[config.mk]
export PLATFORM = sky130hd
export DESIGN_NAME = par_pulse_accum
export DESIGN_NICKNAME = d
export VERILOG_FILES = /design/src/par_sync.v /design/src/par_tick_div.v /design/src/par_pulse_accum.v
export VERILOG_INCLUDE_DIRS = /design/src /design/src/src
export SDC_FILE = /design/constraint.sdc
export NUM_CORES = 1
export LEC_CHECK = 0
export BUFFER_PORTS_ARGS = -buffer_cell sky130_fd_sc_hd__buf_2
export CORE_ASPECT_RATIO = 1.75
export CORE_MARGIN = 10
export CORE_UTILIZATION = 28
export DETAILED_ROUTE_END_ITERATION = 8
export SLEW_MARGIN = 0
export SYNTH_ARGS = -nofsm -noshare
export SYNTH_HDL_FRONTEND = slang
export SYNTH_HIERARCHICAL = 1
export SYNTH_SLANG_ARGS = --single-unit
[constraint.sdc]
create_clock -name clk -period 1.95 [get_ports clk]
set_input_delay 0.195 -clock clk [delete_from_list [all_inputs] [get_ports clk]]
set_output_delay 0.195 -clock clk [all_outputs]
set_load 0.02 [all_outputs]
[src/par_defs.vh]
// Register map, field positions, reset values and timing counts of the pulse accumulator.
`ifndef PAR_DEFS_VH
`define PAR_DEFS_VH

// ----------------------------------------------------------------------------
// Register byte offsets
// ----------------------------------------------------------------------------
`define PAR_OFS_CONTROL      8'h00
`define PAR_OFS_COUNT        8'h04
`define PAR_OFS_MASK2        8'h08
`define PAR_OFS_FLAGS2       8'h0C

// ----------------------------------------------------------------------------
// Control register fields
// ----------------------------------------------------------------------------
`define PAR_CTL_DIR7         7
`define PAR_CTL_ENABLE       6
`define PAR_CTL_MODE         5
`define PAR_CTL_EDGE         4
`define PAR_CTL_DIR3         3
`define PAR_CTL_IC4OC5       2
`define PAR_CTL_RATE_HI      1
`define PAR_CTL_RATE_LO      0

// ----------------------------------------------------------------------------
// Second timer mask and flag fields, shared bit positions
// ----------------------------------------------------------------------------
`define PAR_BIT_RTI          6
`define PAR_BIT_OVF          5
`define PAR_BIT_EDGE         4

// ----------------------------------------------------------------------------
// Reset values
// ----------------------------------------------------------------------------
`define PAR_RST_CONTROL      8'h00
`define PAR_RST_MASK2        3'h0
`define PAR_RST_FLAGS2       3'h0

// ----------------------------------------------------------------------------
// Timing counts
// ----------------------------------------------------------------------------
`define PAR_CLK_PER_E        4
`define PAR_GATE_DIV         64
`define PAR_RTI_BASE_EXP     13
`define PAR_RTI_BASE_DIV     8192

`endif

[src/par_sync.v]
// Two-stage synchroniser for a level that arrives from a pin.
`default_nettype none

module par_sync
(
  input  wire clk,     // System clock.
  input  wire rst_n,   // Asynchronous reset, active low.
  input  wire din,     // Asynchronous level.
  output reg  dout     // Synchronised level.
);

  reg stage1;

  always @(posedge clk or negedge rst_n)
  begin
    if (!rst_n)
    begin
      stage1 <= 1'b0;
      dout   <= 1'b0;
    end
    else
    begin
      stage1 <= din;
      dout   <= stage1;
    end
  end

endmodule

`default_nettype wire

[src/par_tick_div.v]
// Free-running divider that emits one enable pulse per DIV input pulses.
`default_nettype none

module par_tick_div
#(
  parameter integer DIV   = 64,  // Input pulses per output pulse.
  parameter integer WIDTH = 6    // Counter width, holds DIV-1.
)
(
  input  wire clk,     // System clock.
  input  wire rst_n,   // Asynchronous reset, active low.
  input  wire en,      // Input pulse.
  output reg  tick     // One-cycle output pulse.
);

  // The terminal count is cut to the counter width on purpose.
  localparam integer     LAST_INT = DIV - 1;
  localparam [WIDTH-1:0] LAST     = LAST_INT[WIDTH-1:0];

  reg [WIDTH-1:0] count;

  always @(posedge clk or negedge rst_n)
  begin
    if (!rst_n)
    begin
      count <= {WIDTH{1'b0}};
      tick  <= 1'b0;
    end
    else
    begin
      tick <= en && (count == LAST);
      if (en)
      begin
        if (count == LAST)
          count <= {WIDTH{1'b0}};
        else
          count <= count + 1'b1;
      end
    end
  end

endmodule

`default_nettype wire

[src/par_pulse_accum.v]
// Pulse accumulator with real-time interrupt rate select, reached over APB.
//
// Contract
// - RTI base clock is E divided by 2^13.
// - Rate bits add division by 1, 2, 4, 8.
// - Eight-bit counter; mode bit picks events or gating.
// - Counting happens only while enable bit is set.
// - Gated mode counts E/64 ticks while pin active.
// - Event mode: edge bit picks falling or rising.
// - Gated mode: edge bit picks inhibiting level.
// - Pin feeds accumulator regardless of direction bit.
// - Count readable, writable anytime; reset keeps it.
// - Increments and reads fall in separate phases.
// - Overflow flag sets on wrap; write-one clears.
// - Overflow interrupt requested while flag and enable.
// - Edge flag sets on selected edge; write-one clears.
// - Edge interrupt requested while flag and enable.
// - Control bit selects capture four or compare five.
// - RTI period runs from previous timeout.
// - Writing flags with bit six clears RTI flag.
`include "par_defs.vh"
`default_nettype none

module par_pulse_accum
#(
  parameter integer CLK_PER_E    = `PAR_CLK_PER_E,     // System clocks per E cycle.
  parameter integer GATE_DIV     = `PAR_GATE_DIV,      // E cycles per gated count.
  parameter integer RTI_BASE_DIV = `PAR_RTI_BASE_DIV   // E cycles per RTI base tick.
)
(
  input  wire        clk,                  // System clock, 200 MHz.
  input  wire        rst_n,                // Asynchronous reset, active low.
  input  wire        psel,                 // APB select.
  input  wire        penable,              // APB enable.
  input  wire        pwrite,               // APB direction, high for write.
  input  wire [7:0]  paddr,                // APB byte address.
  input  wire [31:0] pwdata,               // APB write data.
  output reg  [31:0] prdata,               // APB read data.
  output wire        pready,               // APB ready.
  output wire        pslverr,              // APB error on unmapped address.
  input  wire        accumInputPin,        // Accumulator input pin level.
  output wire        portaBit7Dir,         // Port A bit 7 direction.
  output wire        portaBit3Dir,         // Port A bit 3 direction.
  output wire        capture4Compare5Sel,  // High selects capture channel four.
  output wire        accumOverflowIrq,     // Overflow interrupt request, level.
  output wire        accumEdgeIrq,         // Input-edge interrupt request, level.
  output wire        rtiIrq                // Real-time interrupt request, level.
);

  // --------------------------------------------------------------------------
  // Local constants
  // --------------------------------------------------------------------------
  localparam integer E_W    = 4;
  localparam integer GATE_W = 6;
  localparam integer BASE_W = `PAR_RTI_BASE_EXP;

  // --------------------------------------------------------------------------
  // Register state
  // --------------------------------------------------------------------------
  reg  [7:0] accumulator_control;
  reg  [7:0] accumulator_count;
  reg        rti_irq_en;
  reg        accum_overflow_irq_en;
  reg        accum_edge_irq_en;
  reg        rti_flag;
  reg        accum_overflow_flag;
  reg        accum_edge_flag;

  wire       accum_enable   = accumulator_control[`PAR_CTL_ENABLE];
  wire       accum_mode_sel = accumulator_control[`PAR_CTL_MODE];
  wire       accum_edge_sel = accumulator_control[`PAR_CTL_EDGE];
  wire       rti_rate_hi    = accumulator_control[`PAR_CTL_RATE_HI];
  wire       rti_rate_lo    = accumulator_control[`PAR_CTL_RATE_LO];

  // --------------------------------------------------------------------------
  // Bus decode
  // --------------------------------------------------------------------------
  wire setupPhase  = psel && !penable;
  wire accessPhase = psel && penable;
  wire hitControl  = (paddr == `PAR_OFS_CONTROL);
  wire hitCount    = (paddr == `PAR_OFS_COUNT);
  wire hitMask     = (paddr == `PAR_OFS_MASK2);
  wire hitFlags    = (paddr == `PAR_OFS_FLAGS2);
  wire mapped      = hitControl || hitCount || hitMask || hitFlags;
  wire busWrite    = accessPhase && pwrite && mapped;

  assign pready  = 1'b1;
  assign pslverr = accessPhase && !mapped;

  // --------------------------------------------------------------------------
  // Time bases
  // --------------------------------------------------------------------------
  // All slower rates are enable pulses; the E tick plays the internal
  // phase two, so counter updates land one cycle after it while the bus samples its
  // read word a cycle earlier in the setup phase.
  wire eTick;
  wire gateTick;
  wire baseTick;

  par_tick_div
  #(
    .DIV   (CLK_PER_E),
    .WIDTH (E_W)
  )
  u_e_div
  (
    .clk   (clk),
    .rst_n (rst_n),
    .en    (1'b1),
    .tick  (eTick)
  );

  par_tick_div
  #(
    .DIV   (GATE_DIV),
    .WIDTH (GATE_W)
  )
  u_gate_div
  (
    .clk   (clk),
    .rst_n (rst_n),
    .en    (eTick),
    .tick  (gateTick)
  );

  // The base divider sees only E ticks, never a prescaled timer clock,
  // so the RTI rate does not move with any prescaler setting.
  par_tick_div
  #(
    .DIV   (RTI_BASE_DIV),
    .WIDTH (BASE_W)
  )
  u_rti_base
  (
    .clk   (clk),
    .rst_n (rst_n),
    .en    (eTick),
    .tick  (baseTick)
  );

  // --------------------------------------------------------------------------
  // Real-time interrupt rate
  // --------------------------------------------------------------------------
  // The extra divider never resets on flag clearing, so every period is
  // measured from the previous timeout.
  reg  [2:0] rtiExtra;
  reg        rtiTimeout;
  reg  [2:0] rateMask;

  always @*
  begin
    case ({rti_rate_hi, rti_rate_lo})
      2'h0:    rateMask = 3'h0;
      2'h1:    rateMask = 3'h1;
      2'h2:    rateMask = 3'h3;
      2'h3:    rateMask = 3'h7;
      default: rateMask = 3'h0;
    endcase
  end

  always @(posedge clk or negedge rst_n)
  begin
    if (!rst_n)
    begin
      rtiExtra   <= 3'h0;
      rtiTimeout <= 1'b0;
    end
    else
    begin
      rtiTimeout <= baseTick && ((rtiExtra & rateMask) == rateMask);
      if (baseTick)
        rtiExtra <= rtiExtra + 3'h1;
    end
  end

  // --------------------------------------------------------------------------
  // Accumulator input
  // --------------------------------------------------------------------------
  // The pin is taken straight from the pad, whatever the direction bit
  // says, so a driven output still counts its own transitions.
  wire pinSync;

  par_sync u_pin_sync
  (
    .clk   (clk),
    .rst_n (rst_n),
    .din   (accumInputPin),
    .dout  (pinSync)
  );

  // Sampling once per E cycle limits the useful input rate to E/2; a
  // faster source aliases and loses counts.
  reg pinNow;
  reg pinPrev;

  always @(posedge clk or negedge rst_n)
  begin
    if (!rst_n)
    begin
      pinNow  <= 1'b0;
      pinPrev <= 1'b0;
    end
    else if (eTick)
    begin
      pinNow  <= pinSync;
      pinPrev <= pinNow;
    end
  end

  reg  eTickLate;

  always @(posedge clk or negedge rst_n)
  begin
    if (!rst_n)
      eTickLate <= 1'b0;
    else
      eTickLate <= eTick;
  end

  wire riseSeen    = eTickLate && pinNow && !pinPrev;
  wire fallSeen    = eTickLate && !pinNow && pinPrev;
  wire edgeSeen    = accum_edge_sel ? riseSeen : fallSeen;
  wire gateOpen    = pinNow ^ accum_edge_sel;

  reg  countStep;

  always @*
  begin
    countStep = 1'b0;
    if (accum_enable)
    begin
      if (accum_mode_sel)
        countStep = gateTick && gateOpen;
      else
        countStep = edgeSeen;
    end
  end

  wire countWrap = countStep && (accumulator_count == 8'hFF);

  // --------------------------------------------------------------------------
  // Count register
  // --------------------------------------------------------------------------
  // Deliberately outside the reset; it powers up unknown and keeps its
  // value through later resets. A bus write beats an increment.
  always @(posedge clk)
  begin
    if (busWrite && hitCount)
      accumulator_count <= pwdata[7:0];
    else if (countStep)
      accumulator_count <= accumulator_count + 8'h01;
  end

  // --------------------------------------------------------------------------
  // Control and mask registers
  // --------------------------------------------------------------------------
  always @(posedge clk or negedge rst_n)
  begin
    if (!rst_n)
    begin
      accumulator_control   <= `PAR_RST_CONTROL;
      rti_irq_en            <= 1'b0;
      accum_overflow_irq_en <= 1'b0;
      accum_edge_irq_en     <= 1'b0;
    end
    else if (busWrite)
    begin
      if (hitControl)
        accumulator_control <= pwdata[7:0];
      if (hitMask)
      begin
        rti_irq_en            <= pwdata[`PAR_BIT_RTI];
        accum_overflow_irq_en <= pwdata[`PAR_BIT_OVF];
        accum_edge_irq_en     <= pwdata[`PAR_BIT_EDGE];
      end
    end
  end

  assign portaBit7Dir        = accumulator_control[`PAR_CTL_DIR7];
  assign portaBit3Dir        = accumulator_control[`PAR_CTL_DIR3];
  assign capture4Compare5Sel = accumulator_control[`PAR_CTL_IC4OC5];

  // --------------------------------------------------------------------------
  // Status flags
  // --------------------------------------------------------------------------
  // A flag that is set and cleared in the same cycle stays set, so an
  // event that races the service write is never lost.
  wire clrRti  = busWrite && hitFlags && pwdata[`PAR_BIT_RTI];
  wire clrOvf  = busWrite && hitFlags && pwdata[`PAR_BIT_OVF];
  wire clrEdge = busWrite && hitFlags && pwdata[`PAR_BIT_EDGE];
  wire setEdge = accum_enable && edgeSeen;

  always @(posedge clk or negedge rst_n)
  begin
    if (!rst_n)
    begin
      rti_flag            <= 1'b0;
      accum_overflow_flag <= 1'b0;
      accum_edge_flag     <= 1'b0;
    end
    else
    begin
      if (rtiTimeout)
        rti_flag <= 1'b1;
      else if (clrRti)
        rti_flag <= 1'b0;
      if (countWrap && !(busWrite && hitCount))
        accum_overflow_flag <= 1'b1;
      else if (clrOvf)
        accum_overflow_flag <= 1'b0;
      if (setEdge)
        accum_edge_flag <= 1'b1;
      else if (clrEdge)
        accum_edge_flag <= 1'b0;
    end
  end

  // --------------------------------------------------------------------------
  // Interrupt requests
  // --------------------------------------------------------------------------
  // Enables only gate the requests; the flags behave the same either way,
  // and a request stays up until its handler clears the flag.
  assign accumOverflowIrq = accum_overflow_flag && accum_overflow_irq_en;
  assign accumEdgeIrq     = accum_edge_flag && accum_edge_irq_en;
  assign rtiIrq           = rti_flag && rti_irq_en;

  // --------------------------------------------------------------------------
  // Read path
  // --------------------------------------------------------------------------
  reg [7:0] readByte;

  always @*
  begin
    readByte = 8'h00;
    case (paddr)
      `PAR_OFS_CONTROL:
        readByte = accumulator_control;
      `PAR_OFS_COUNT:
        readByte = accumulator_count;
      `PAR_OFS_MASK2:
      begin
        readByte[`PAR_BIT_RTI]  = rti_irq_en;
        readByte[`PAR_BIT_OVF]  = accum_overflow_irq_en;
        readByte[`PAR_BIT_EDGE] = accum_edge_irq_en;
      end
      `PAR_OFS_FLAGS2:
      begin
        readByte[`PAR_BIT_RTI]  = rti_flag;
        readByte[`PAR_BIT_OVF]  = accum_overflow_flag;
        readByte[`PAR_BIT_EDGE] = accum_edge_flag;
      end
      default:
        readByte = 8'h00;
    endcase
  end

  // Read data are captured in the setup phase and held through access.
  always @(posedge clk or negedge rst_n)
  begin
    if (!rst_n)
      prdata <= 32'h00000000;
    else if (setupPhase && !pwrite)
      prdata <= {24'h000000, readByte};
  end

endmodule

`default_nettype wire

# Word-level counts from Yosys, hierarchy flattened
# Cells that the tools add are included.
[op_classes] n_mux=18 bitwise=2 n_reduce_logical=42 n_addsub=5 eq_ne=11
[op_table] operator="logical AND 1 bit" count=25
[op_table] operator="one-hot mux 3 bit (4 select lines)" count=2
[op_table] operator="== test 8 x 4 -> 1 bit, second input constant" count=2
[op_table] operator="two-way mux 8 bit" count=2
[op_table] operator="adder 13 x 1 -> 13 bit, second input constant" count=1
[op_table] operator="== test 13 bit, second input constant" count=1
[op_table] operator="two-way mux 13 bit" count=1
[op_table] operator="two-way mux 1 bit" count=9
[op_table] operator="adder 8 x 1 -> 8 bit, second input constant" count=1
[op_table] operator="== test 8 x 3 -> 1 bit, second input constant" count=1
[op_table] operator="== test 8 bit, second input constant" count=1
[op_table] operator="zero test 8 bit" count=1
[op_table] operator="one-hot mux 4 bit (2 select lines)" count=1
[op_table] operator="nonzero test 2 bit" count=4
[op_table] operator="adder 6 x 1 -> 6 bit, second input constant" count=1
[op_table] operator="== test 6 bit, second input constant" count=1
[op_table] operator="zero test 1 bit" count=6
[op_table] operator="two-way mux 6 bit" count=1
[op_table] operator="adder 4 x 1 -> 4 bit, second input constant" count=1
[op_table] operator="== test 2 bit, second input constant" count=2
[op_table] operator="== test 4 x 2 -> 1 bit, second input constant" count=1
[op_table] operator="two-way mux 4 bit" count=1
[op_table] operator="AND reduction 2 bit" count=2
[op_table] operator="adder 3 x 1 -> 3 bit, second input constant" count=1
[op_table] operator="7 further kinds" count=9
[word_totals] output_inout_bits=40 word_cells=100 input_bits=46 reg_bits=65

# Logic depth before layout (Yosys ltp)
[depth] depth_word=9 mapped_depth=5

# Modules after synthesis
# Netlist, hierarchy kept.
[by_module_without_submodules] mod="par_pulse_accum" seq_area_each_um2=965.9 n_inst=1 area_per_inst_um2=2004.4 cells_per_inst=175
[by_module_without_submodules] mod="par_tick_div at u_rti_base" seq_area_each_um2=350.3 n_inst=1 area_per_inst_um2=698.2 cells_per_inst=65
[by_module_without_submodules] mod="par_tick_div at u_gate_div" seq_area_each_um2=175.2 n_inst=1 area_per_inst_um2=301.5 cells_per_inst=25
[by_module_without_submodules] mod="par_tick_div at u_e_div" seq_area_each_um2=125.1 n_inst=1 area_per_inst_um2=221.5 cells_per_inst=17
[by_module_without_submodules] mod="par_sync" seq_area_each_um2=50.0 n_inst=1 area_per_inst_um2=50.0 cells_per_inst=2

# Least setup slack after synthesis
# No wires, ideal clock.
[synth_path] kind="in2reg" start="in paddr[3]" end="reg accumulator_count[0] (enable)" setup_time_ns=0.304 t_required_ns=1.646 stages=4 slack_ns=0.372 t_arrival_ns=1.274 path_cell_list="clkbuf_1 -> nand4b_1 -> clkbuf_1 -> nand2_1"
[synth_via] elab_chain_len=7
[synth_rtl] item="start: declaration" line_no="par_pulse_accum.v:36" rtl="input wire [7:0] paddr,"
[synth_rtl] item="== test 8 x 3 -> 1 bit / zero test 8 bit (equally long branches)"
[synth_rtl] item="logical OR 1 bit (3 in a row)" line_no="par_pulse_accum.v:84" rtl="wire mapped = hitControl || hitCount || hitMask || hitFlags;"
[synth_rtl] item="logical AND 1 bit" line_no="par_pulse_accum.v:85" rtl="wire busWrite = accessPhase && pwrite && mapped;"
[synth_rtl] item="logical AND 1 bit *" line_no="par_pulse_accum.v:248" rtl="if (busWrite && hitCount)"
[synth_rtl] item="nonzero test 2 bit (no line) *"
[synth_rtl] item="end signal: assignment" line_no="par_pulse_accum.v:249" rtl="accumulator_count <= pwdata[7:0];"
[synth_rtl] item="end signal: assignment" line_no="par_pulse_accum.v:251" rtl="accumulator_count <= accumulator_count + 8'h01;"
[synth_rtl] item="end: declaration" line_no="par_pulse_accum.v:61" rtl="reg [7:0] accumulator_count;"
# Every way passes the cells marked *; elsewhere a longest branch is shown, timed or not.
# A chain may end at the register's enable or synchronous reset.

# Final worst setup path
[layout_path] start="reg accumulator_control[4]" end="reg accumulator_count[4] (enable)"
[layout_via] elab_chain_len=5
[layout_rtl] item="start: declaration" line_no="par_pulse_accum.v:60" rtl="reg [7:0] accumulator_control;"
[layout_rtl] item="start signal: assignment" line_no="par_pulse_accum.v:261" rtl="accumulator_control <= `PAR_RST_CONTROL;"
[layout_rtl] item="start signal: assignment" line_no="par_pulse_accum.v:269" rtl="accumulator_control <= pwdata[7:0];"
[layout_rtl] item="XOR 1 bit" line_no="par_pulse_accum.v:223" rtl="wire gateOpen = pinNow ^ accum_edge_sel;"
[layout_rtl] item="logical AND 1 bit" line_no="par_pulse_accum.v:233" rtl="countStep = gateTick && gateOpen;"
[layout_rtl] item="two-way mux 1 bit *" line_no="par_pulse_accum.v:232" rtl="if (accum_mode_sel)"
[layout_rtl] item="two-way mux 1 bit *" line_no="par_pulse_accum.v:230" rtl="if (accum_enable)"
[layout_rtl] item="nonzero test 2 bit (no line) *"
# Marks and branches as above.

==> run metrics <==
M1 wire length 2.53 mm; dpl cells between 400 and 500; initial antenna violation count 0; met2 WL 3.62 mm; actual slew at the worst max-slew pin 0.730 ns; clock-pin slew on the worst setup and hold paths 0.05 ns; Max FO, Critical Path 8; post-synth top area share 0.435; DRC Markers 0; Avg Cell Area, Syn roughly 12 µm²; Highest Signal Layer met4; maximum vdd drop 391 µV; Synth Cell Area 0.00328 mm²; share of layout cells above drive strength 1 0.255; Die Y 163 µm; HP Class in -> async; Post-Place Setup Slack around 0.12 ns; Hold WS around 0.0075 ns; worst r2r src accumulator_control[4]; area of the multi-input gates 0.00149 mm²; asr flop ratio synth 0.877; Max-cap violations 0; RSZ-0062 raised after global routing false; first-pass GRT wire length 11.2 mm; HPWL Detailed between 5 and 6 mm; Synth warnings 6; Worst Path Required between 1.5 and 2 ns; FF/Latch Area 0.00167 mm²; dpl cell area 0.00356 mm²; post-CTS resize count 0; CP Data Arrival Time 1.65 ns; clock latency at the later pin of the worst-skew pair 0.33 ns; status finished clean; row count 52; largest net degree at the start of global routing 58; Critical Path Start accumulator_control[4]; Total Power 3.62 mW; Final Hold Vio Count 0; PortBufs 36; fin area 0.00386 mm²; post-synthesis sequential area ratio 0.509; crit end category flip-flop; WL met3 around 510 µm; final-report setup violation count 0; setup_tns 0 ns; Slowest cell on crit path dfrtp_1; clock skew 0.00536 ns; CP Class reg -> reg; GP Congestion 0.771; DR vias/cell 4.74; Static Leak 1.79 nW; Buf+Inv Stages, Crit Path 0; relative slew slack 0.513; Slew Viols, Final 0; Die ar. 0.0166 mm²; clock buffer depth 2; CTS root buf clkbuf_16; grt ovf 0; Highest Clock Rate 601 MHz; vias in the first global route between 2,000 and 2,500; Commonest cells post-synth 57 x dfrtp_1, 25 x buf_4, 19 x nand2_1; post-route ant nets 0; Final Cycle Share 0.854; top post-synthesis cells by area dfrtp_1 44%, edfxtp_1 7.3%, buf_4 5.7%; pwr dens between 900 and 1000 mW/mm²; Critical Path, Cell by Cell nor3b_1 > o211ai_1 > o22a_1 > nand2_1; DRT Pass-1 Iters 5; final wirelength 6.82 mm; initial drt markers 58; Tmin final between 1.5 and 2 ns; final critical-path setup slack 0.285 ns; Area Growth Syn to Fin 17.7%; fin cells about 480; CTS tree built; TritonCTS Buffers 9; via count 2,256; Mapped Cells approximately 280; clk sink count 65; total setup buffers inserted after CTS 0; CP peak stage delay 0.43 ns; delay-heaviest family, CP simple AND/OR/NAND/NOR gates; Layout Utilization 0.335; core box area 0.0115 mm²; WL/cell 14.3 µm; Die Width 102 µm; Top Ports 86; Synth area leader dfrtp_1; Layout Nets 387; Layout fillers around 1,100; EDFF count, synth 8; top-count cell post-synth dfrtp_1; Yosys reg bits 65; Synth cell types 52; Starting Density 0.284; All-Layer GR Usage 0.0846; commonest register cell after synthesis dfrtp_1; # diodes 0; crit start category flip-flop; depth of the CTS H-tree 3
metal layers:
layer	vias up	GRT usage
li1	1075	-
met1	1101	0.0788
met2	66	0.155
met3	14	0.0317
met4	0	0.0431
met5	-	0
layout make-up:
class                           instances  area share
Multi-Input combinational cell        214       0.386
Clock inverter                          2     0.00324
Sequential cell                        65       0.432
Tap cell                              135      0.0438
Timing Repair Buffer                   43      0.0610
Inverter                                3     0.00292
Clock buffer                           14      0.0711
final timing paths:
kind | slack (ns) | to | depth (start not counted)
hold / removal | 0.007 | prdata[5] | 2
setup reg to reg | 0.29 | accumulator_count[4] | 4
max in group asynchronous | 1.45 | u_rti_base/count[10] | 2
min in group clk | 0.12 | accumulator_control[3] | 2
hold reg to reg | 0.35 | u_pin_sync/dout | 0
setup / recovery | 0.29 | accumulator_count[4] | 4
power breakdown:
part / leakage, nW / total [mW] / switching, mW / internal, mW
Combinational: 0.823 / 0.444 / 0.235 / 0.209
Sequential: 0.832 / 1.66 / 0.158 / 1.51
Clock: 0.139 / 1.51 / 0.552 / 0.962
Total: 1.79 / 3.62 / 0.945 / 2.68
registers in the layout (all words and copies together), names as in the netlist:
register,count
accum_overflow_flag,1
u_pin_sync/stage1,1
rti_flag,1
u_e_div/count,4
u_gate_div/tick,1
u_e_div/tick,1
pinPrev,1
accumulator_control,8
prdata,8
u_rti_base/count,13
rtiTimeout,1
pinNow,1
u_rti_base/tick,1
u_pin_sync/dout,1
accum_edge_irq_en,1
accum_overflow_irq_en,1
accumulator_count,8
rti_irq_en,1
rtiExtra,3
u_gate_div/count,6
accum_edge_flag,1
eTickLate,1
timing repair:
item,4_1_cts,5_1_grt
hold buffers,1,0
setup endpoints to repair,0,0
endpoints found under the hold margin,1,0
cell usage in the layout, fill, tap and decap left out, drive strengths merged, types with 2 or more instances in the layout:
| cell | n |
|---|---|
| edfxtp | 8 |
| nand3 | 6 |
| and4 | 3 |
| nor2 | 19 |
| dfrtp | 57 |
| nand4b | 2 |
| nor3 | 4 |
| mux2i | 7 |
| o21ai | 12 |
| o2bb2ai | 2 |
| ha | 5 |
| inv | 3 |
| and3 | 3 |
| nand2 | 21 |
| a22o | 3 |
| mux2 | 18 |
| a21oi | 13 |
| xor2 | 8 |
| nand4 | 14 |
| clkbuf | 14 |
| conb | 30 |
| nor4 | 2 |
| xnor2 | 13 |
| or3 | 3 |
| nand2b | 2 |
| buf | 42 |
| and2 | 4 |
| nor3b | 2 |
| mux4 | 3 |
| nor2b | 2 |
kinds of logic (layout without fill, tap and decap cells):
| logic type | after synthesis | in the layout | share of synthesized area |
|---|---|---|---|
| simple gates | 91 | 91 | 0.162 |
| xor+xnor | 21 | 21 | 0.0562 |
| mux | 28 | 28 | 0.108 |
| other cells | 2 | 30 | 0.00229 |
| compound gates | 39 | 39 | 0.0741 |
| fa+ha+maj | 5 | 5 | 0.0191 |
| buf+inv | 33 | 62 | 0.0691 |
| flops | 65 | 65 | 0.509 |
Note: power is estimated with default switching activity, not from simulation.
